## src/pkg/dapsel_defs.svh

```systemverilog
// Purpose: Offsets, field positions and reset values of the port selector
// Assumes: Byte offsets within one access port's 256-byte register space
// Notes: Definitions only; included by bare name
`ifndef DAPSEL_DEFS_SVH
`define DAPSEL_DEFS_SVH

// ****************************************************************
// Register offsets
// ****************************************************************
`define DAPSEL_OFF_IDENT 8'hFC
`define DAPSEL_OFF_CTRL 8'h00
`define DAPSEL_OFF_ADDR 8'h04
`define DAPSEL_OFF_DATA 8'h0C
`define DAPSEL_OFF_CFG 8'hF4
`define DAPSEL_OFF_BASE 8'hF8
`define DAPSEL_BANKED_BANK 4'h1

// ****************************************************************
// Field positions and reset values
// ****************************************************************
`define DAPSEL_BANK_LSB 4
`define DAPSEL_SLOT_LSB 2
`define DAPSEL_BLOCK_LSB 12
`define DAPSEL_RST_CTRL 32'h0000_0000
`define DAPSEL_RST_ADDR 32'h0000_0000
`define DAPSEL_RST_DATA 32'h0000_0000

`endif

```

## src/pkg/dapsel_pkg.sv

```systemverilog
// Purpose: Types shared by the port selector modules
// Assumes: Eight-bit port number, four-bit bank, two-bit slot
// Notes: No constants live here; see dapsel_defs.svh
`default_nettype none
package dapsel_pkg;

    typedef logic [7:0] dapsel_port_t;

    // One-hot front-end sequencer states
    typedef enum logic [3:0] {
        DAPSEL_ST_IDLE = 4'b0001,
        DAPSEL_ST_DISPATCH = 4'b0010,
        DAPSEL_ST_WAIT_MEM = 4'b0100,
        DAPSEL_ST_WAIT_EXT = 4'b1000
    } dapsel_state_e;

    // Where a request lands once decoded
    typedef enum logic [4:0] {
        DAPSEL_TGT_IDENT = 5'b00001,
        DAPSEL_TGT_RESERVED = 5'b00010,
        DAPSEL_TGT_MEMREG = 5'b00100,
        DAPSEL_TGT_MEMXFER = 5'b01000,
        DAPSEL_TGT_EXT = 5'b10000
    } dapsel_target_e;

    typedef struct packed {
        dapsel_port_t port;
        logic [3:0] bank;
        logic [1:0] slot;
        logic read_not_write;
        logic [31:0] wdata;
    } dapsel_req_s;

endpackage
`default_nettype wire

```

## src/pkg/dapsel_link_if.sv

```systemverilog
// Purpose: Carries requests between the front end, decoder and engine
// Assumes: All parties on one clock
// Notes: No clocking block; plain signals
`timescale 1ns/100ps
`default_nettype none
interface dapsel_link_if;
    dapsel_pkg::dapsel_req_s req;
    dapsel_pkg::dapsel_target_e target;
    logic start;
    logic [31:0] xfer_addr;
    logic xfer_done;
    logic [31:0] xfer_rdata;

    modport front (output req, output start, output xfer_addr,
        input target, input xfer_done, input xfer_rdata);
    modport dec (input req, output target);
    modport eng (input req, input start, input xfer_addr,
        output xfer_done, output xfer_rdata);
endinterface
`default_nettype wire

```

## src/logic/dapsel_decode.sv

```systemverilog
// Purpose: Classifies a held request by port and register offset
// Assumes: Request fields stable while the front end dispatches
// Notes: Purely combinational
`timescale 1ns/100ps
`default_nettype none
`include "dapsel_defs.svh"
module dapsel_decode #(
    parameter int NUM_PORTS = 2,
    parameter int MEM_PORT = 0
) (
    dapsel_link_if.dec link
);
    logic [7:0] offset;

    // ****************************************************************
    // Target classification
    // ****************************************************************
    // Identity check comes first so every port answers at the top slot
    always_comb begin
        offset = {link.req.bank, link.req.slot, 2'b00};
        if (offset == `DAPSEL_OFF_IDENT) begin
            link.target = dapsel_pkg::DAPSEL_TGT_IDENT;
        end else if (32'(link.req.port) >= NUM_PORTS) begin
            link.target = dapsel_pkg::DAPSEL_TGT_RESERVED;
        end else if (32'(link.req.port) == MEM_PORT) begin
            // Local registers never start a memory transfer
            if (offset == `DAPSEL_OFF_CTRL || offset == `DAPSEL_OFF_ADDR ||
                    offset == `DAPSEL_OFF_CFG ||
                    offset == `DAPSEL_OFF_BASE) begin
                link.target = dapsel_pkg::DAPSEL_TGT_MEMREG;
            end else if (offset == `DAPSEL_OFF_DATA ||
                    link.req.bank == `DAPSEL_BANKED_BANK) begin
                link.target = dapsel_pkg::DAPSEL_TGT_MEMXFER;
            end else begin
                link.target = dapsel_pkg::DAPSEL_TGT_RESERVED;
            end
        end else begin
            link.target = dapsel_pkg::DAPSEL_TGT_EXT;
        end
    end
endmodule
`default_nettype wire

```

## src/logic/dapsel_mem_xfer.sv

```systemverilog
// Purpose: Runs one memory-side transfer per start pulse
// Assumes: Memory side answers with a one-cycle done, same clock
// Notes: No time limit on the wait; slow memories simply stall
`timescale 1ns/100ps
`default_nettype none
`include "dapsel_defs.svh"
module dapsel_mem_xfer (
    input wire logic sys_clk_in,
    input wire logic arst_n_in,
    dapsel_link_if.eng link,
    output logic mem_req_out,
    output logic mem_write_out,
    output logic [31:0] mem_addr_out,
    output logic [31:0] mem_wdata_out,
    input wire logic mem_done_in,
    input wire logic [31:0] mem_rdata_in
);
    logic req_d, req_q, wr_d, wr_q, done_d, done_q;
    logic [31:0] addr_d, addr_q, wdata_d, wdata_q, rdata_d, rdata_q;

    // ****************************************************************
    // Transfer handshake
    // ****************************************************************
    // Request level holds until the memory side reports completion
    always_comb begin
        req_d = req_q;
        wr_d = wr_q;
        addr_d = addr_q;
        wdata_d = wdata_q;
        rdata_d = rdata_q;
        done_d = 1'b0;
        if (!req_q && link.start) begin
            req_d = 1'b1;
            wr_d = !link.req.read_not_write;
            addr_d = link.xfer_addr;
            wdata_d = link.req.wdata;
        end else if (req_q && mem_done_in) begin
            req_d = 1'b0;
            done_d = 1'b1;
            rdata_d = mem_rdata_in;
        end
    end

    // Register stage
    always_ff @(posedge sys_clk_in or negedge arst_n_in) begin
        if (!arst_n_in) begin
            req_q <= 1'b0;
            wr_q <= 1'b0;
            done_q <= 1'b0;
            addr_q <= `DAPSEL_RST_DATA;
            wdata_q <= `DAPSEL_RST_DATA;
            rdata_q <= `DAPSEL_RST_DATA;
        end else begin
            req_q <= req_d;
            wr_q <= wr_d;
            done_q <= done_d;
            addr_q <= addr_d;
            wdata_q <= wdata_d;
            rdata_q <= rdata_d;
        end
    end

    assign mem_req_out = req_q;
    assign mem_write_out = wr_q;
    assign mem_addr_out = addr_q;
    assign mem_wdata_out = wdata_q;
    assign link.xfer_done = done_q;
    assign link.xfer_rdata = rdata_q;
endmodule
`default_nettype wire

```

## src/logic/dapsel_top.sv

```systemverilog
// Purpose: Access-port front end: selects port, bank and slot per request
// Assumes: Request side and downstream ports share sys_clk_in
// Notes: One request at a time; busy_out stalls the debug port
//
// Function
// - Every port answers its identification at byte offset 0xFC.
// - Port select value at request time picks the target port.
// - Select bank number forms address bits 7:4 of the access.
// - Request address bits 3:2 pick one of four bank registers.
// - Request direction bit chooses read or write.
// - A request may stay pending for any number of cycles.
// - Downstream-dependent requests finish only after downstream completes.
// - Memory port local register accesses make no memory transfer.
// - Component debug registers sit in aligned 4KB blocks.
// - Several components behind memory port need a component table.
// - Data and bank register requests to the memory port reach the attached components.
// - Reserved addresses read zero and ignore writes.
// - Requests without memory or external-port transfer complete at once.
`timescale 1ns/100ps
`default_nettype none
`include "dapsel_defs.svh"
module dapsel_top #(
    parameter int NUM_PORTS = 2,
    parameter int MEM_PORT = 0,
    // Arbitrary identification values, one word per port, port 0 lowest
    parameter logic [NUM_PORTS*32-1:0] PORT_IDENTS = {
        32'h1234_0002, 32'h1234_0001},
    parameter logic [31:0] CFG_VALUE = 32'h0000_0000,
    parameter logic [31:0] BASE_ADDR = 32'h0000_0000,
    parameter int NUM_COMPONENTS = 1,
    parameter bit HAS_TABLE = 1'b0
) (
    input wire logic sys_clk_in,
    input wire logic arst_n_in,
    input wire logic req_valid_in,
    input wire logic req_read_not_write_in,
    input wire logic [1:0] req_addr_in,
    input wire logic [31:0] req_wdata_in,
    input wire logic [7:0] sel_port_in,
    input wire logic [3:0] sel_bank_in,
    output logic busy_out,
    output logic done_out,
    output logic [31:0] rdata_out,
    output logic mem_req_out,
    output logic mem_write_out,
    output logic [31:0] mem_addr_out,
    output logic [31:0] mem_wdata_out,
    input wire logic mem_done_in,
    input wire logic [31:0] mem_rdata_in,
    output logic ext_req_out,
    output logic ext_write_out,
    output logic [7:0] ext_port_out,
    output logic [5:0] ext_addr_out,
    output logic [31:0] ext_wdata_out,
    input wire logic ext_done_in,
    input wire logic [31:0] ext_rdata_in
);

    // ****************************************************************
    // Elaboration checks
    // ****************************************************************
    if (NUM_PORTS < 1 || NUM_PORTS > 256) begin : g_bad_ports
        $error("NUM_PORTS must lie in 1..256");
    end
    if (MEM_PORT < 0 || MEM_PORT >= NUM_PORTS) begin : g_bad_mem
        $error("MEM_PORT must name an existing port");
    end
    // A system with several components must point at a component table
    if (NUM_COMPONENTS > 1 && !HAS_TABLE) begin : g_bad_table
        $error("Several components need a component table");
    end
    // Base must start a 4KB block
    if (BASE_ADDR[`DAPSEL_BLOCK_LSB-1:0] != '0) begin : g_bad_base
        $error("BASE_ADDR must be 4KB aligned");
    end

    // ****************************************************************
    // Helpers
    // ****************************************************************
    // Identification word of a port; ports beyond the table read zero
    function automatic logic [31:0] ident_of(input logic [7:0] port);
        logic [31:0] val;
        val = 32'h0000_0000;
        for (int i = 0; i < NUM_PORTS; i++) begin
            if (port == 8'(i)) begin
                val = PORT_IDENTS[i*32 +: 32];
            end
        end
        return val;
    endfunction

    // Offset of a request within its port's register space
    function automatic logic [7:0] offset_of(
            input dapsel_pkg::dapsel_req_s r);
        return {r.bank, r.slot, 2'b00};
    endfunction

    // ****************************************************************
    // Shared link and submodules
    // ****************************************************************
    dapsel_link_if link ();

    dapsel_decode #(
        .NUM_PORTS(NUM_PORTS),
        .MEM_PORT(MEM_PORT)
    ) u_decode (
        .link(link)
    );

    dapsel_mem_xfer u_xfer (
        .sys_clk_in(sys_clk_in),
        .arst_n_in(arst_n_in),
        .link(link),
        .mem_req_out(mem_req_out),
        .mem_write_out(mem_write_out),
        .mem_addr_out(mem_addr_out),
        .mem_wdata_out(mem_wdata_out),
        .mem_done_in(mem_done_in),
        .mem_rdata_in(mem_rdata_in)
    );

    // ****************************************************************
    // State
    // ****************************************************************
    dapsel_pkg::dapsel_state_e st_d, st_q;
    dapsel_pkg::dapsel_req_s req_d, req_q;
    logic busy_d, busy_q;
    logic done_d, done_q;
    logic start_d, start_q;
    logic ext_req_d, ext_req_q;
    logic [31:0] rdata_d, rdata_q;
    logic [31:0] ctrl_d, ctrl_q;
    logic [31:0] addr_d, addr_q;

    // Held request drives decoder and engine
    assign link.req = req_q;
    assign link.start = start_q;
    // Data slot uses the address as is; banked slots replace bits 3:2 with the slot and clear bits 1:0
    assign link.xfer_addr = (req_q.bank == `DAPSEL_BANKED_BANK) ?
        {addr_q[31:4], req_q.slot, 2'b00} : addr_q;

    // ****************************************************************
    // Sequencer next state
    // ****************************************************************
    // Requests are taken only in idle; busy keeps the debug port waiting
    always_comb begin
        st_d = st_q;
        req_d = req_q;
        busy_d = busy_q;
        done_d = 1'b0;
        start_d = 1'b0;
        ext_req_d = ext_req_q;
        rdata_d = rdata_q;
        ctrl_d = ctrl_q;
        addr_d = addr_q;
        unique case (st_q)
            dapsel_pkg::DAPSEL_ST_IDLE: begin
                if (req_valid_in) begin
                    req_d.port = sel_port_in;
                    req_d.bank = sel_bank_in;
                    req_d.slot = req_addr_in;
                    req_d.read_not_write = req_read_not_write_in;
                    req_d.wdata = req_wdata_in;
                    busy_d = 1'b1;
                    st_d = dapsel_pkg::DAPSEL_ST_DISPATCH;
                end
            end
            dapsel_pkg::DAPSEL_ST_DISPATCH: begin
                unique case (link.target)
                    dapsel_pkg::DAPSEL_TGT_IDENT: begin
                        // Read-only; a write leaves the data as it was
                        if (req_q.read_not_write) begin
                            rdata_d = ident_of(req_q.port);
                        end
                        done_d = 1'b1;
                        busy_d = 1'b0;
                        st_d = dapsel_pkg::DAPSEL_ST_IDLE;
                    end
                    dapsel_pkg::DAPSEL_TGT_RESERVED: begin
                        if (req_q.read_not_write) begin
                            rdata_d = 32'h0000_0000;
                        end
                        done_d = 1'b1;
                        busy_d = 1'b0;
                        st_d = dapsel_pkg::DAPSEL_ST_IDLE;
                    end
                    dapsel_pkg::DAPSEL_TGT_MEMREG: begin
                        // No memory request here, only local storage
                        if (req_q.read_not_write) begin
                            unique case (offset_of(req_q))
                                `DAPSEL_OFF_CTRL: rdata_d = ctrl_q;
                                `DAPSEL_OFF_ADDR: rdata_d = addr_q;
                                `DAPSEL_OFF_CFG: rdata_d = CFG_VALUE;
                                default: rdata_d = BASE_ADDR;
                            endcase
                        end else if (offset_of(req_q) ==
                                `DAPSEL_OFF_CTRL) begin
                            ctrl_d = req_q.wdata;
                        end else if (offset_of(req_q) ==
                                `DAPSEL_OFF_ADDR) begin
                            addr_d = req_q.wdata;
                        end
                        done_d = 1'b1;
                        busy_d = 1'b0;
                        st_d = dapsel_pkg::DAPSEL_ST_IDLE;
                    end
                    dapsel_pkg::DAPSEL_TGT_MEMXFER: begin
                        start_d = 1'b1;
                        st_d = dapsel_pkg::DAPSEL_ST_WAIT_MEM;
                    end
                    dapsel_pkg::DAPSEL_TGT_EXT: begin
                        ext_req_d = 1'b1;
                        st_d = dapsel_pkg::DAPSEL_ST_WAIT_EXT;
                    end
                endcase
            end
            dapsel_pkg::DAPSEL_ST_WAIT_MEM: begin
                // No timeout: a slow memory just lengthens the stall
                if (link.xfer_done) begin
                    if (req_q.read_not_write) begin
                        rdata_d = link.xfer_rdata;
                    end
                    done_d = 1'b1;
                    busy_d = 1'b0;
                    st_d = dapsel_pkg::DAPSEL_ST_IDLE;
                end
            end
            dapsel_pkg::DAPSEL_ST_WAIT_EXT: begin
                // A long scan chain may hold this state indefinitely
                if (ext_done_in) begin
                    if (req_q.read_not_write) begin
                        rdata_d = ext_rdata_in;
                    end
                    ext_req_d = 1'b0;
                    done_d = 1'b1;
                    busy_d = 1'b0;
                    st_d = dapsel_pkg::DAPSEL_ST_IDLE;
                end
            end
        endcase
    end

    // ****************************************************************
    // Sequencer registers
    // ****************************************************************
    always_ff @(posedge sys_clk_in or negedge arst_n_in) begin
        if (!arst_n_in) begin
            st_q <= dapsel_pkg::DAPSEL_ST_IDLE;
            req_q <= '0;
            busy_q <= 1'b0;
            done_q <= 1'b0;
            start_q <= 1'b0;
            ext_req_q <= 1'b0;
            rdata_q <= `DAPSEL_RST_DATA;
            ctrl_q <= `DAPSEL_RST_CTRL;
            addr_q <= `DAPSEL_RST_ADDR;
        end else begin
            st_q <= st_d;
            req_q <= req_d;
            busy_q <= busy_d;
            done_q <= done_d;
            start_q <= start_d;
            ext_req_q <= ext_req_d;
            rdata_q <= rdata_d;
            ctrl_q <= ctrl_d;
            addr_q <= addr_d;
        end
    end

    // ****************************************************************
    // Outputs, all from flops
    // ****************************************************************
    assign busy_out = busy_q;
    assign done_out = done_q;
    assign rdata_out = rdata_q;
    // Downstream port fields hold steady for the whole pending request
    assign ext_req_out = ext_req_q;
    assign ext_write_out = !req_q.read_not_write;
    assign ext_port_out = req_q.port;
    assign ext_addr_out = {req_q.bank, req_q.slot};
    assign ext_wdata_out = req_q.wdata;

endmodule
`default_nettype wire

```

## config.mk

```make
export PLATFORM = sky130hd
export DESIGN_NAME = dapsel_top
export DESIGN_NICKNAME = d
export VERILOG_FILES = /design/src/pkg/dapsel_pkg.sv /design/src/pkg/dapsel_link_if.sv /design/src/logic/dapsel_decode.sv /design/src/logic/dapsel_mem_xfer.sv /design/src/logic/dapsel_top.sv
export VERILOG_INCLUDE_DIRS = /design/src /design/src/pkg
export SDC_FILE = /design/constraint.sdc
export NUM_CORES = 1
export LEC_CHECK = 0
export BUFFER_PORTS_ARGS = -buffer_cell sky130_fd_sc_hd__buf_2
export CELL_PAD_IN_SITES_DETAIL_PLACEMENT = 1
export CELL_PAD_IN_SITES_GLOBAL_PLACEMENT = 1
export CORE_ASPECT_RATIO = 0.75
export CORE_MARGIN = 5
export CORE_UTILIZATION = 35
export CTS_BUF_LIST = sky130_fd_sc_hd__clkbuf_8
export DETAILED_ROUTE_END_ITERATION = 10
export PLACE_DENSITY = 0.78
export SLEW_MARGIN = 20
export SYNTH_ARGS = -nofsm -noshare
export SYNTH_HDL_FRONTEND = slang
export SYNTH_SLANG_ARGS = --single-unit
```

## constraint.sdc

```tcl
create_clock -name sys_clk_in -period 3.3 [get_ports sys_clk_in]
set_clock_uncertainty 0.15 [all_clocks]
set_input_delay 0.66 -clock sys_clk_in [delete_from_list [all_inputs] [get_ports sys_clk_in]]
set_output_delay 0.66 -clock sys_clk_in [all_outputs]
set_load 0.01 [all_outputs]
```

Yosys cells after proc, flatten, opt, wreduce, memory -nomap -nowiden
Cells that the tools add are included.
{ "totals": {"regBits": 250, "inputBits": 116, "out_inout_bits": 148, "wordCells": 112} }
{ "op_classes": {"magnitude_cmp": 1, "eq_ne": 27, "mux": 40, "bitwise_logic": 3, "reduce_logical": 22} }
{ "op_table": {"columns": ["cell", "count"], "rows": [
  ["32-bit 2-to-1 mux", 8],
  ["32-bit one-hot mux with 3 select lines", 2],
  ["32-bit one-hot mux with 2 select lines", 1],
  ["29-bit 2-to-1 mux", 1],
  ["4-bit 2-to-1 mux", 5],
  ["5-bit 2-to-1 mux", 4],
  ["6-bit == test (second input constant)", 3],
  ["4-bit one-hot mux with 4 select lines", 1],
  ["1-bit 2-to-1 mux", 14],
  ["4-bit one-hot mux with 3 select lines", 1],
  ["2-bit inequality test (second input constant)", 5],
  ["3-bit inequality test (second input constant)", 3],
  ["9-bit AND reduction", 1],
  ["4-bit by 1-bit == test with 1-bit output (second input constant)", 2],
  ["8-bit by 1-bit == test with 1-bit output (second input constant)", 1],
  ["8-bit by 2-bit greater-or-equal comparator with 1-bit output (second input constant)", 1],
  ["8-bit zero test", 1],
  ["4-bit AND reduction", 2],
  ["6-bit by 1-bit == test with 1-bit output (second input constant)", 1],
  ["6-bit by 2-bit == test with 1-bit output (second input constant)", 1],
  ["6-bit zero test", 1],
  ["3-bit AND reduction", 2],
  ["5-bit by 1-bit == test with 1-bit output (second input constant)", 1],
  ["5-bit by 2-bit == test with 1-bit output (second input constant)", 1],
  ["other kinds (20)", 30]
]} }

Longest topological paths before layout
{ "logic_depth": {"depth_word": 12, "depth_mapped": 7, "depth_no_buf": 5} }

By module
Synthesis repeated with hierarchy kept, for this count alone.
{ "hier_totals": {"cells_unflattened": 829, "hier_area_um2": 11355.9} }
{ "by_module_without_submodules": {"columns": ["mod", "instances", "cells_per_inst", "area_each_um2", "seq_area_each_um2"], "rows": [
  ["dapsel_top", 1, 602, 7295.7, 3779.9],
  ["dapsel_mem_xfer", 1, 211, 3932.5, 2477.4],
  ["dapsel_decode", 1, 16, 127.6, 0.0]
]} }

Worst setup path before layout
Ideal clock, no wire load.
{ "synth_path": {"path_type": "register to register", "from": "register req_q, in the netlist ext_port_out[6]", "to": "register ctrl_q[10]", "setup_time_ns": 0.125, "t_arrival_ns": 2.051, "required_ns": 3.025, "slack_ns": 0.974, "stages_incl_launch_ff": 8, "path_buffers": 2, "synth_period_minus_slack_ns": 2.326, "path_cell_list": "dfrtp_1 or4_4 or2_4 nor3_4 nand2b_1 buf_6 buf_12 mux2_4"} }
{ "synth_between": {"elab_chain_len": 6, "elab_cells_between_ends": 7, "cone_classes": "1 x order compare; 1 x eq/ne; 3 x mux; 2 x reduce/logical"} }
{ "synth_rtl": {"columns": ["item", "line", "text"], "rows": [
  ["from (decl)", "dapsel_top.sv:126", "dapsel_pkg::dapsel_req_s req_d, req_q;"],
  ["from (signal assigned)", "dapsel_top.sv:259", "req_q <= req_d;"],
  ["branches (longest 2 deep; another with 8-bit by 2-bit greater-or-equal comparator with 1-bit output)", null, null],
  ["5-bit 2-to-1 mux (*)", "dapsel_decode.sv:23", "end else if (32'(link.req.port) >= NUM_PORTS) begin"],
  ["5-bit 2-to-1 mux (*)", "dapsel_decode.sv:21", "if (offset == `DAPSEL_OFF_IDENT) begin"],
  ["5-bit by 3-bit == test with 1-bit output (*)", "dapsel_top.sv:169", "unique case (link.target)"],
  ["4-bit AND reduction (no line) (*)", null, null],
  ["to (signal assigned)", "dapsel_top.sv:255", "ctrl_q <= `DAPSEL_RST_CTRL;"],
  ["to (signal assigned)", "dapsel_top.sv:265", "ctrl_q <= ctrl_d;"],
  ["to (decl)", "dapsel_top.sv:132", "logic [31:0] ctrl_d, ctrl_q;"]
]} }
Mark *: on every way between the ends.
A chain may end at the register's enable or synchronous reset.

Final worst setup path
{ "layout_path": {"from": "register st_q[2]", "to": "register rdata_q[30] (netlist: rdata_out[30])"} }
{ "layout_between": {"elab_chain_len": 3, "elab_cells_between_ends": 14, "cone_classes": "11 x eq/ne; 1 x mux; 2 x reduce/logical"} }
{ "layout_rtl": {"columns": ["item", "line", "text"], "rows": [
  ["from (decl)", "dapsel_top.sv:125", "dapsel_pkg::dapsel_state_e st_d, st_q;"],
  ["from (signal assigned)", "dapsel_top.sv:248", "st_q <= dapsel_pkg::DAPSEL_ST_IDLE;"],
  ["from (signal assigned)", "dapsel_top.sv:258", "st_q <= st_d;"],
  ["4-bit by 2-bit == test with 1-bit output (tied with other cells)", "dapsel_top.sv:156", "unique case (st_q)"],
  ["4-bit by 2-bit inequality test with 1-bit output (no line) (tied with other cells)", null, null],
  ["9-bit AND reduction (no line)", null, null],
  ["to (signal assigned)", "dapsel_top.sv:254", "rdata_q <= `DAPSEL_RST_DATA;"],
  ["to (signal assigned)", "dapsel_top.sv:264", "rdata_q <= rdata_d;"],
  ["to (decl)", "dapsel_top.sv:131", "logic [31:0] rdata_d, rdata_q;"]
]} }
Parallel ways exist; a longest one is shown, timed or not.

==> results by group <==
Logic synthesis
  – Yosys reg bits: 250
  – Syn Area/Cell: 14.2 sq um
  – Syn_nets: 881
  – Asr flop ratio synth: 100%
  – Mux cell area share after synthesis: about a quarter
  – Post-synth EDFFs: 0
  – Synth Area in Compound Gates: 6.47%
  – Mapped Cells: 765
  – Sequential area share after synthesis: 57.7%
  – XOR/XNOR Fraction of Synth Area: 0%
  – Netlist Area Pre-Place: 10,900 sq um
  – Synth Area in Simple Gates: 4.12%
  – Yosys warns: 0
  – Largest family of logic cells by synthesized area: multiplexers
  – Netlist cell types: 45
  – Post-synthesis adder-cell area fraction: 0%
  – Most used DFF post-synth: dfrtp_1

GRT
  – GRT Util Overall: 18.1%
  – Remaining Overflow, GRT: 0
  – Largest net degree at the start of global routing: 82
  – First-pass GRT wire length: a little under 50,000 um
  – Vias in the first global route: 8,126
  – Initial antenna violation count: 8

Pwr
  – Power per Cell Area: roughly 760 nW/um^2
  – Worst vdd ir: 0.412 mV
  – Logic pwr share: 27.3%
  – Leak: 6.71 nW
  – Pint: between 6 and 7 mW
  – Sw Ratio: 34.3%
  – Clock power frac: around a quarter
  – Reg power frac: 46.1%
  – Switch Pwr: around 3.4 mW

STA
  – TNS Setup: 0 ps
  – Setup ws final: 566 ps
  – Final worst path period need: 2730 ps
  – Fmax: around 0.37 GHz
  – Final count of negative-setup-slack endpoints: 0
  – Worst slew pin tran: 1090 ps
  – RSZ-0062 raised after global routing: false
  – Fin crit share: 82.8%
  – Final Max Slew Viols: 0
  – Final hold vios: 0
  – Slew headroom: 27.5%

CTS
  – Root buffer cell: clkbuf_8
  – Clock buffer depth: 3
  – Clock sink count: 250
  – Post_cts resized: 0
  – Cts bufs inserted: 43
  – TritonCTS clock tree: done
  – H-tree depth: 2
  – Worst skew pair latency: 560 ps
  – Reg clk slew, reported paths: 60 ps

Worst hold path
  – Min-Delay Path Class: input pin to flop

Die
  – Die H: 162 um
  – Core area: between 30,000 and 40,000 sq um
  – DIE AREA: 34,700 sq um
  – Row count: 55
  – IO Count: between 200 and 300
  – Die W: 213 um
  – Initial core utilization: 35.8%

Place
  – Routability-driven placement congestion ratio: 0.780
  – Post-Place Setup Slack: around 600 ps
  – Buffers on Ports: 263
  – Detailed Place HPWL: roughly 22,000 um

Flow run
  – Max Cap Violations: 0

Setup path
  – Worst Setup End Kind: flop
  – Worst path required time: 3560 ps
  – CP max FO: 48
  – Worst path arrival time: 3000 ps
  – Critical Path Start Type: flop
  – Worst setup path class: flop to flop

Layout
  – Most common cell after layout, fill and taps aside: buf_2
  – Area Overhead vs Synth: 20.6%
  – Most frequent cells in the layout: 262 x buf_2, 248 x dfrtp_1, 204 x mux2_2
  – Number of nets in the layout: approximately 1,100
  – Filler cells: 3,230
  – Layout cells sized above 1: 57.6%

Run status
  – Status: complete, no violations

Route
  – Pre-antenna DRT Iters: 7
  – Metal2 WL: ~15,000 um
  – Drt via density: slightly above 5
  – Vias post-DR: roughly 7,000
  – DRC: 0
  – Initial drt markers: 441
  – Antenna Violating Nets Remaining: 0
  – DR WL met3: ~2700 um
  – DR WL/cell: 22.1 um
  – Max Used Layer: met5
  – Met1 wire length: 13,300 um
  – Total detailed-routing wirelength: 31,600 um
-- metal layers --
| metal | track usage, % | up-vias |
|---|---|---|
| met3 | 6.35 | 49 |
| met1 | 23.2 | 3726 |
| li1 | - | 3189 |
| met2 | 29.4 | 236 |
| met4 | 4.48 | 12 |
| met5 | 0 | - |
-- worst paths after layout --
path,start,endpoint,slack (ps),cells after the start
min reg2reg,u_xfer.mem_addr_out[3]$_DFFE_PN0P_,u_xfer.mem_addr_out[3]$_DFFE_PN0P_,340,2
max in group asynchronous,arst_n_in,u_xfer.mem_addr_out[26]$_DFFE_PN0P_,1510,3
max,st_q[2]$_DFFE_PN0P_,rdata_out[30]$_DFFE_PN0P_,570,6
min in group asynchronous,arst_n_in,ext_wdata_out[16]$_DFFE_PN0P_,540,2
min,ext_done_in,ext_req_out$_DFFE_PN0P_,180,2
max reg2reg,st_q[2]$_DFFE_PN0P_,rdata_out[30]$_DFFE_PN0P_,570,6
-- cell usage after synthesis, types with 2 or more instances --
master	n	share of area, %
a211oi_1	8	0.55
a21oi_1	38	1.8
a222oi_1	25	2.3
a22oi_1	8	0.55
and2_1	2	0.12
buf_1	5	0.17
buf_12	3	0.55
buf_2	11	0.51
buf_4	47	3.3
buf_6	9	0.93
clkbuf_1	16	0.55
dfrtp_1	249	57
inv_1	5	0.17
mux2_2	204	21
mux2_4	30	4.2
mux2i_1	2	0.18
nand2_1	13	0.45
nand2b_1	3	0.17
nor2_1	41	1.4
nor2b_1	4	0.23
nor3_1	2	0.092
nor3_4	2	0.30
nor4b_1	2	0.16
o21ai_0	10	0.46
or2_2	2	0.12
or3_1	3	0.17
or3b_2	2	0.16
or4b_2	2	0.18
-- final cells by class --
cell class / count / area, sq um / share of cell area [%]
well taps: 399 / 499 / 3.81
diodes: 2 / 5.00 / 0.0382
multi-input cells: 419 / 3960 / 30.3
inverters: 5 / 18.8 / 0.143
flip-flops and latches: 250 / 6260 / 47.8
clock inverters: 21 / 90.1 / 0.688
repair buffers: 283 / 1550 / 11.9
clock buffers: 51 / 702 / 5.36
-- power groups by stage --
| stage | Clock [mW] | Combinational [mW] | Sequential (mW) |
|---|---|---|---|
| global placement | 0 | 2.66 | 4.58 |
| detailed placement | 0 | 2.77 | 4.64 |
| floorplan | 0 | 1.95 | 4.50 |
| CTS | 2.76 | 2.78 | 4.60 |
| finish | 2.65 | 2.72 | 4.59 |
| global route | 2.91 | 2.98 | 4.70 |
-- timing repair --
action	in CTS	in global routing
hold endpoints to repair	76	0
hold buffers	1	0
endpoints found under the setup margin	0	0
buffers inserted	0	0
-- registers in the layout, summed over array words and instances (netlist names) --
name                    cells
ext_req_out                 1
done_out                    1
u_xfer.mem_req_out          1
addr_q                     32
u_xfer.link.xfer_done       1
ctrl_q                     32
busy_out                    1
u_xfer.mem_addr_out        32
u_xfer.link.xfer_rdata     32
rdata_out                  32
st_q                        4
ext_port_out                8
u_xfer.mem_wdata_out       32
u_xfer.mem_write_out        1
link.req                    1
ext_addr_out                6
ext_wdata_out              32
link.start                  1
-- worst max-delay path, cell delays in order (launching register included) --
cell and delay [ps]:
dfrtp_1 450, or4b_2 720, a2111oi_4 520, a211oi_4 260, buf_12 260, nor2_1 130
a21oi_1 50
-- stage by stage --
stage	instances	hold WS [ps]	total power, mW	utilization, %	instance area [sq um]
floorplan	765	214	6.45	-	10900
global placement	1355	313	7.25	40.5	12300
detailed placement	1355	339	7.40	40.5	12300
CTS	1428	127	10.1	43.1	13100
global route	1429	133	10.6	43.1	13100
finish	1430	176	9.96	43.1	13100
-- cell families after synthesis --
family                 after synthesis
muxes                              237
buffers and inverters               96
DFF                                250
AOI/OAI and AO/OA                   97
and+or+nand+nor                     85
(Power assumes the default switching activity.)
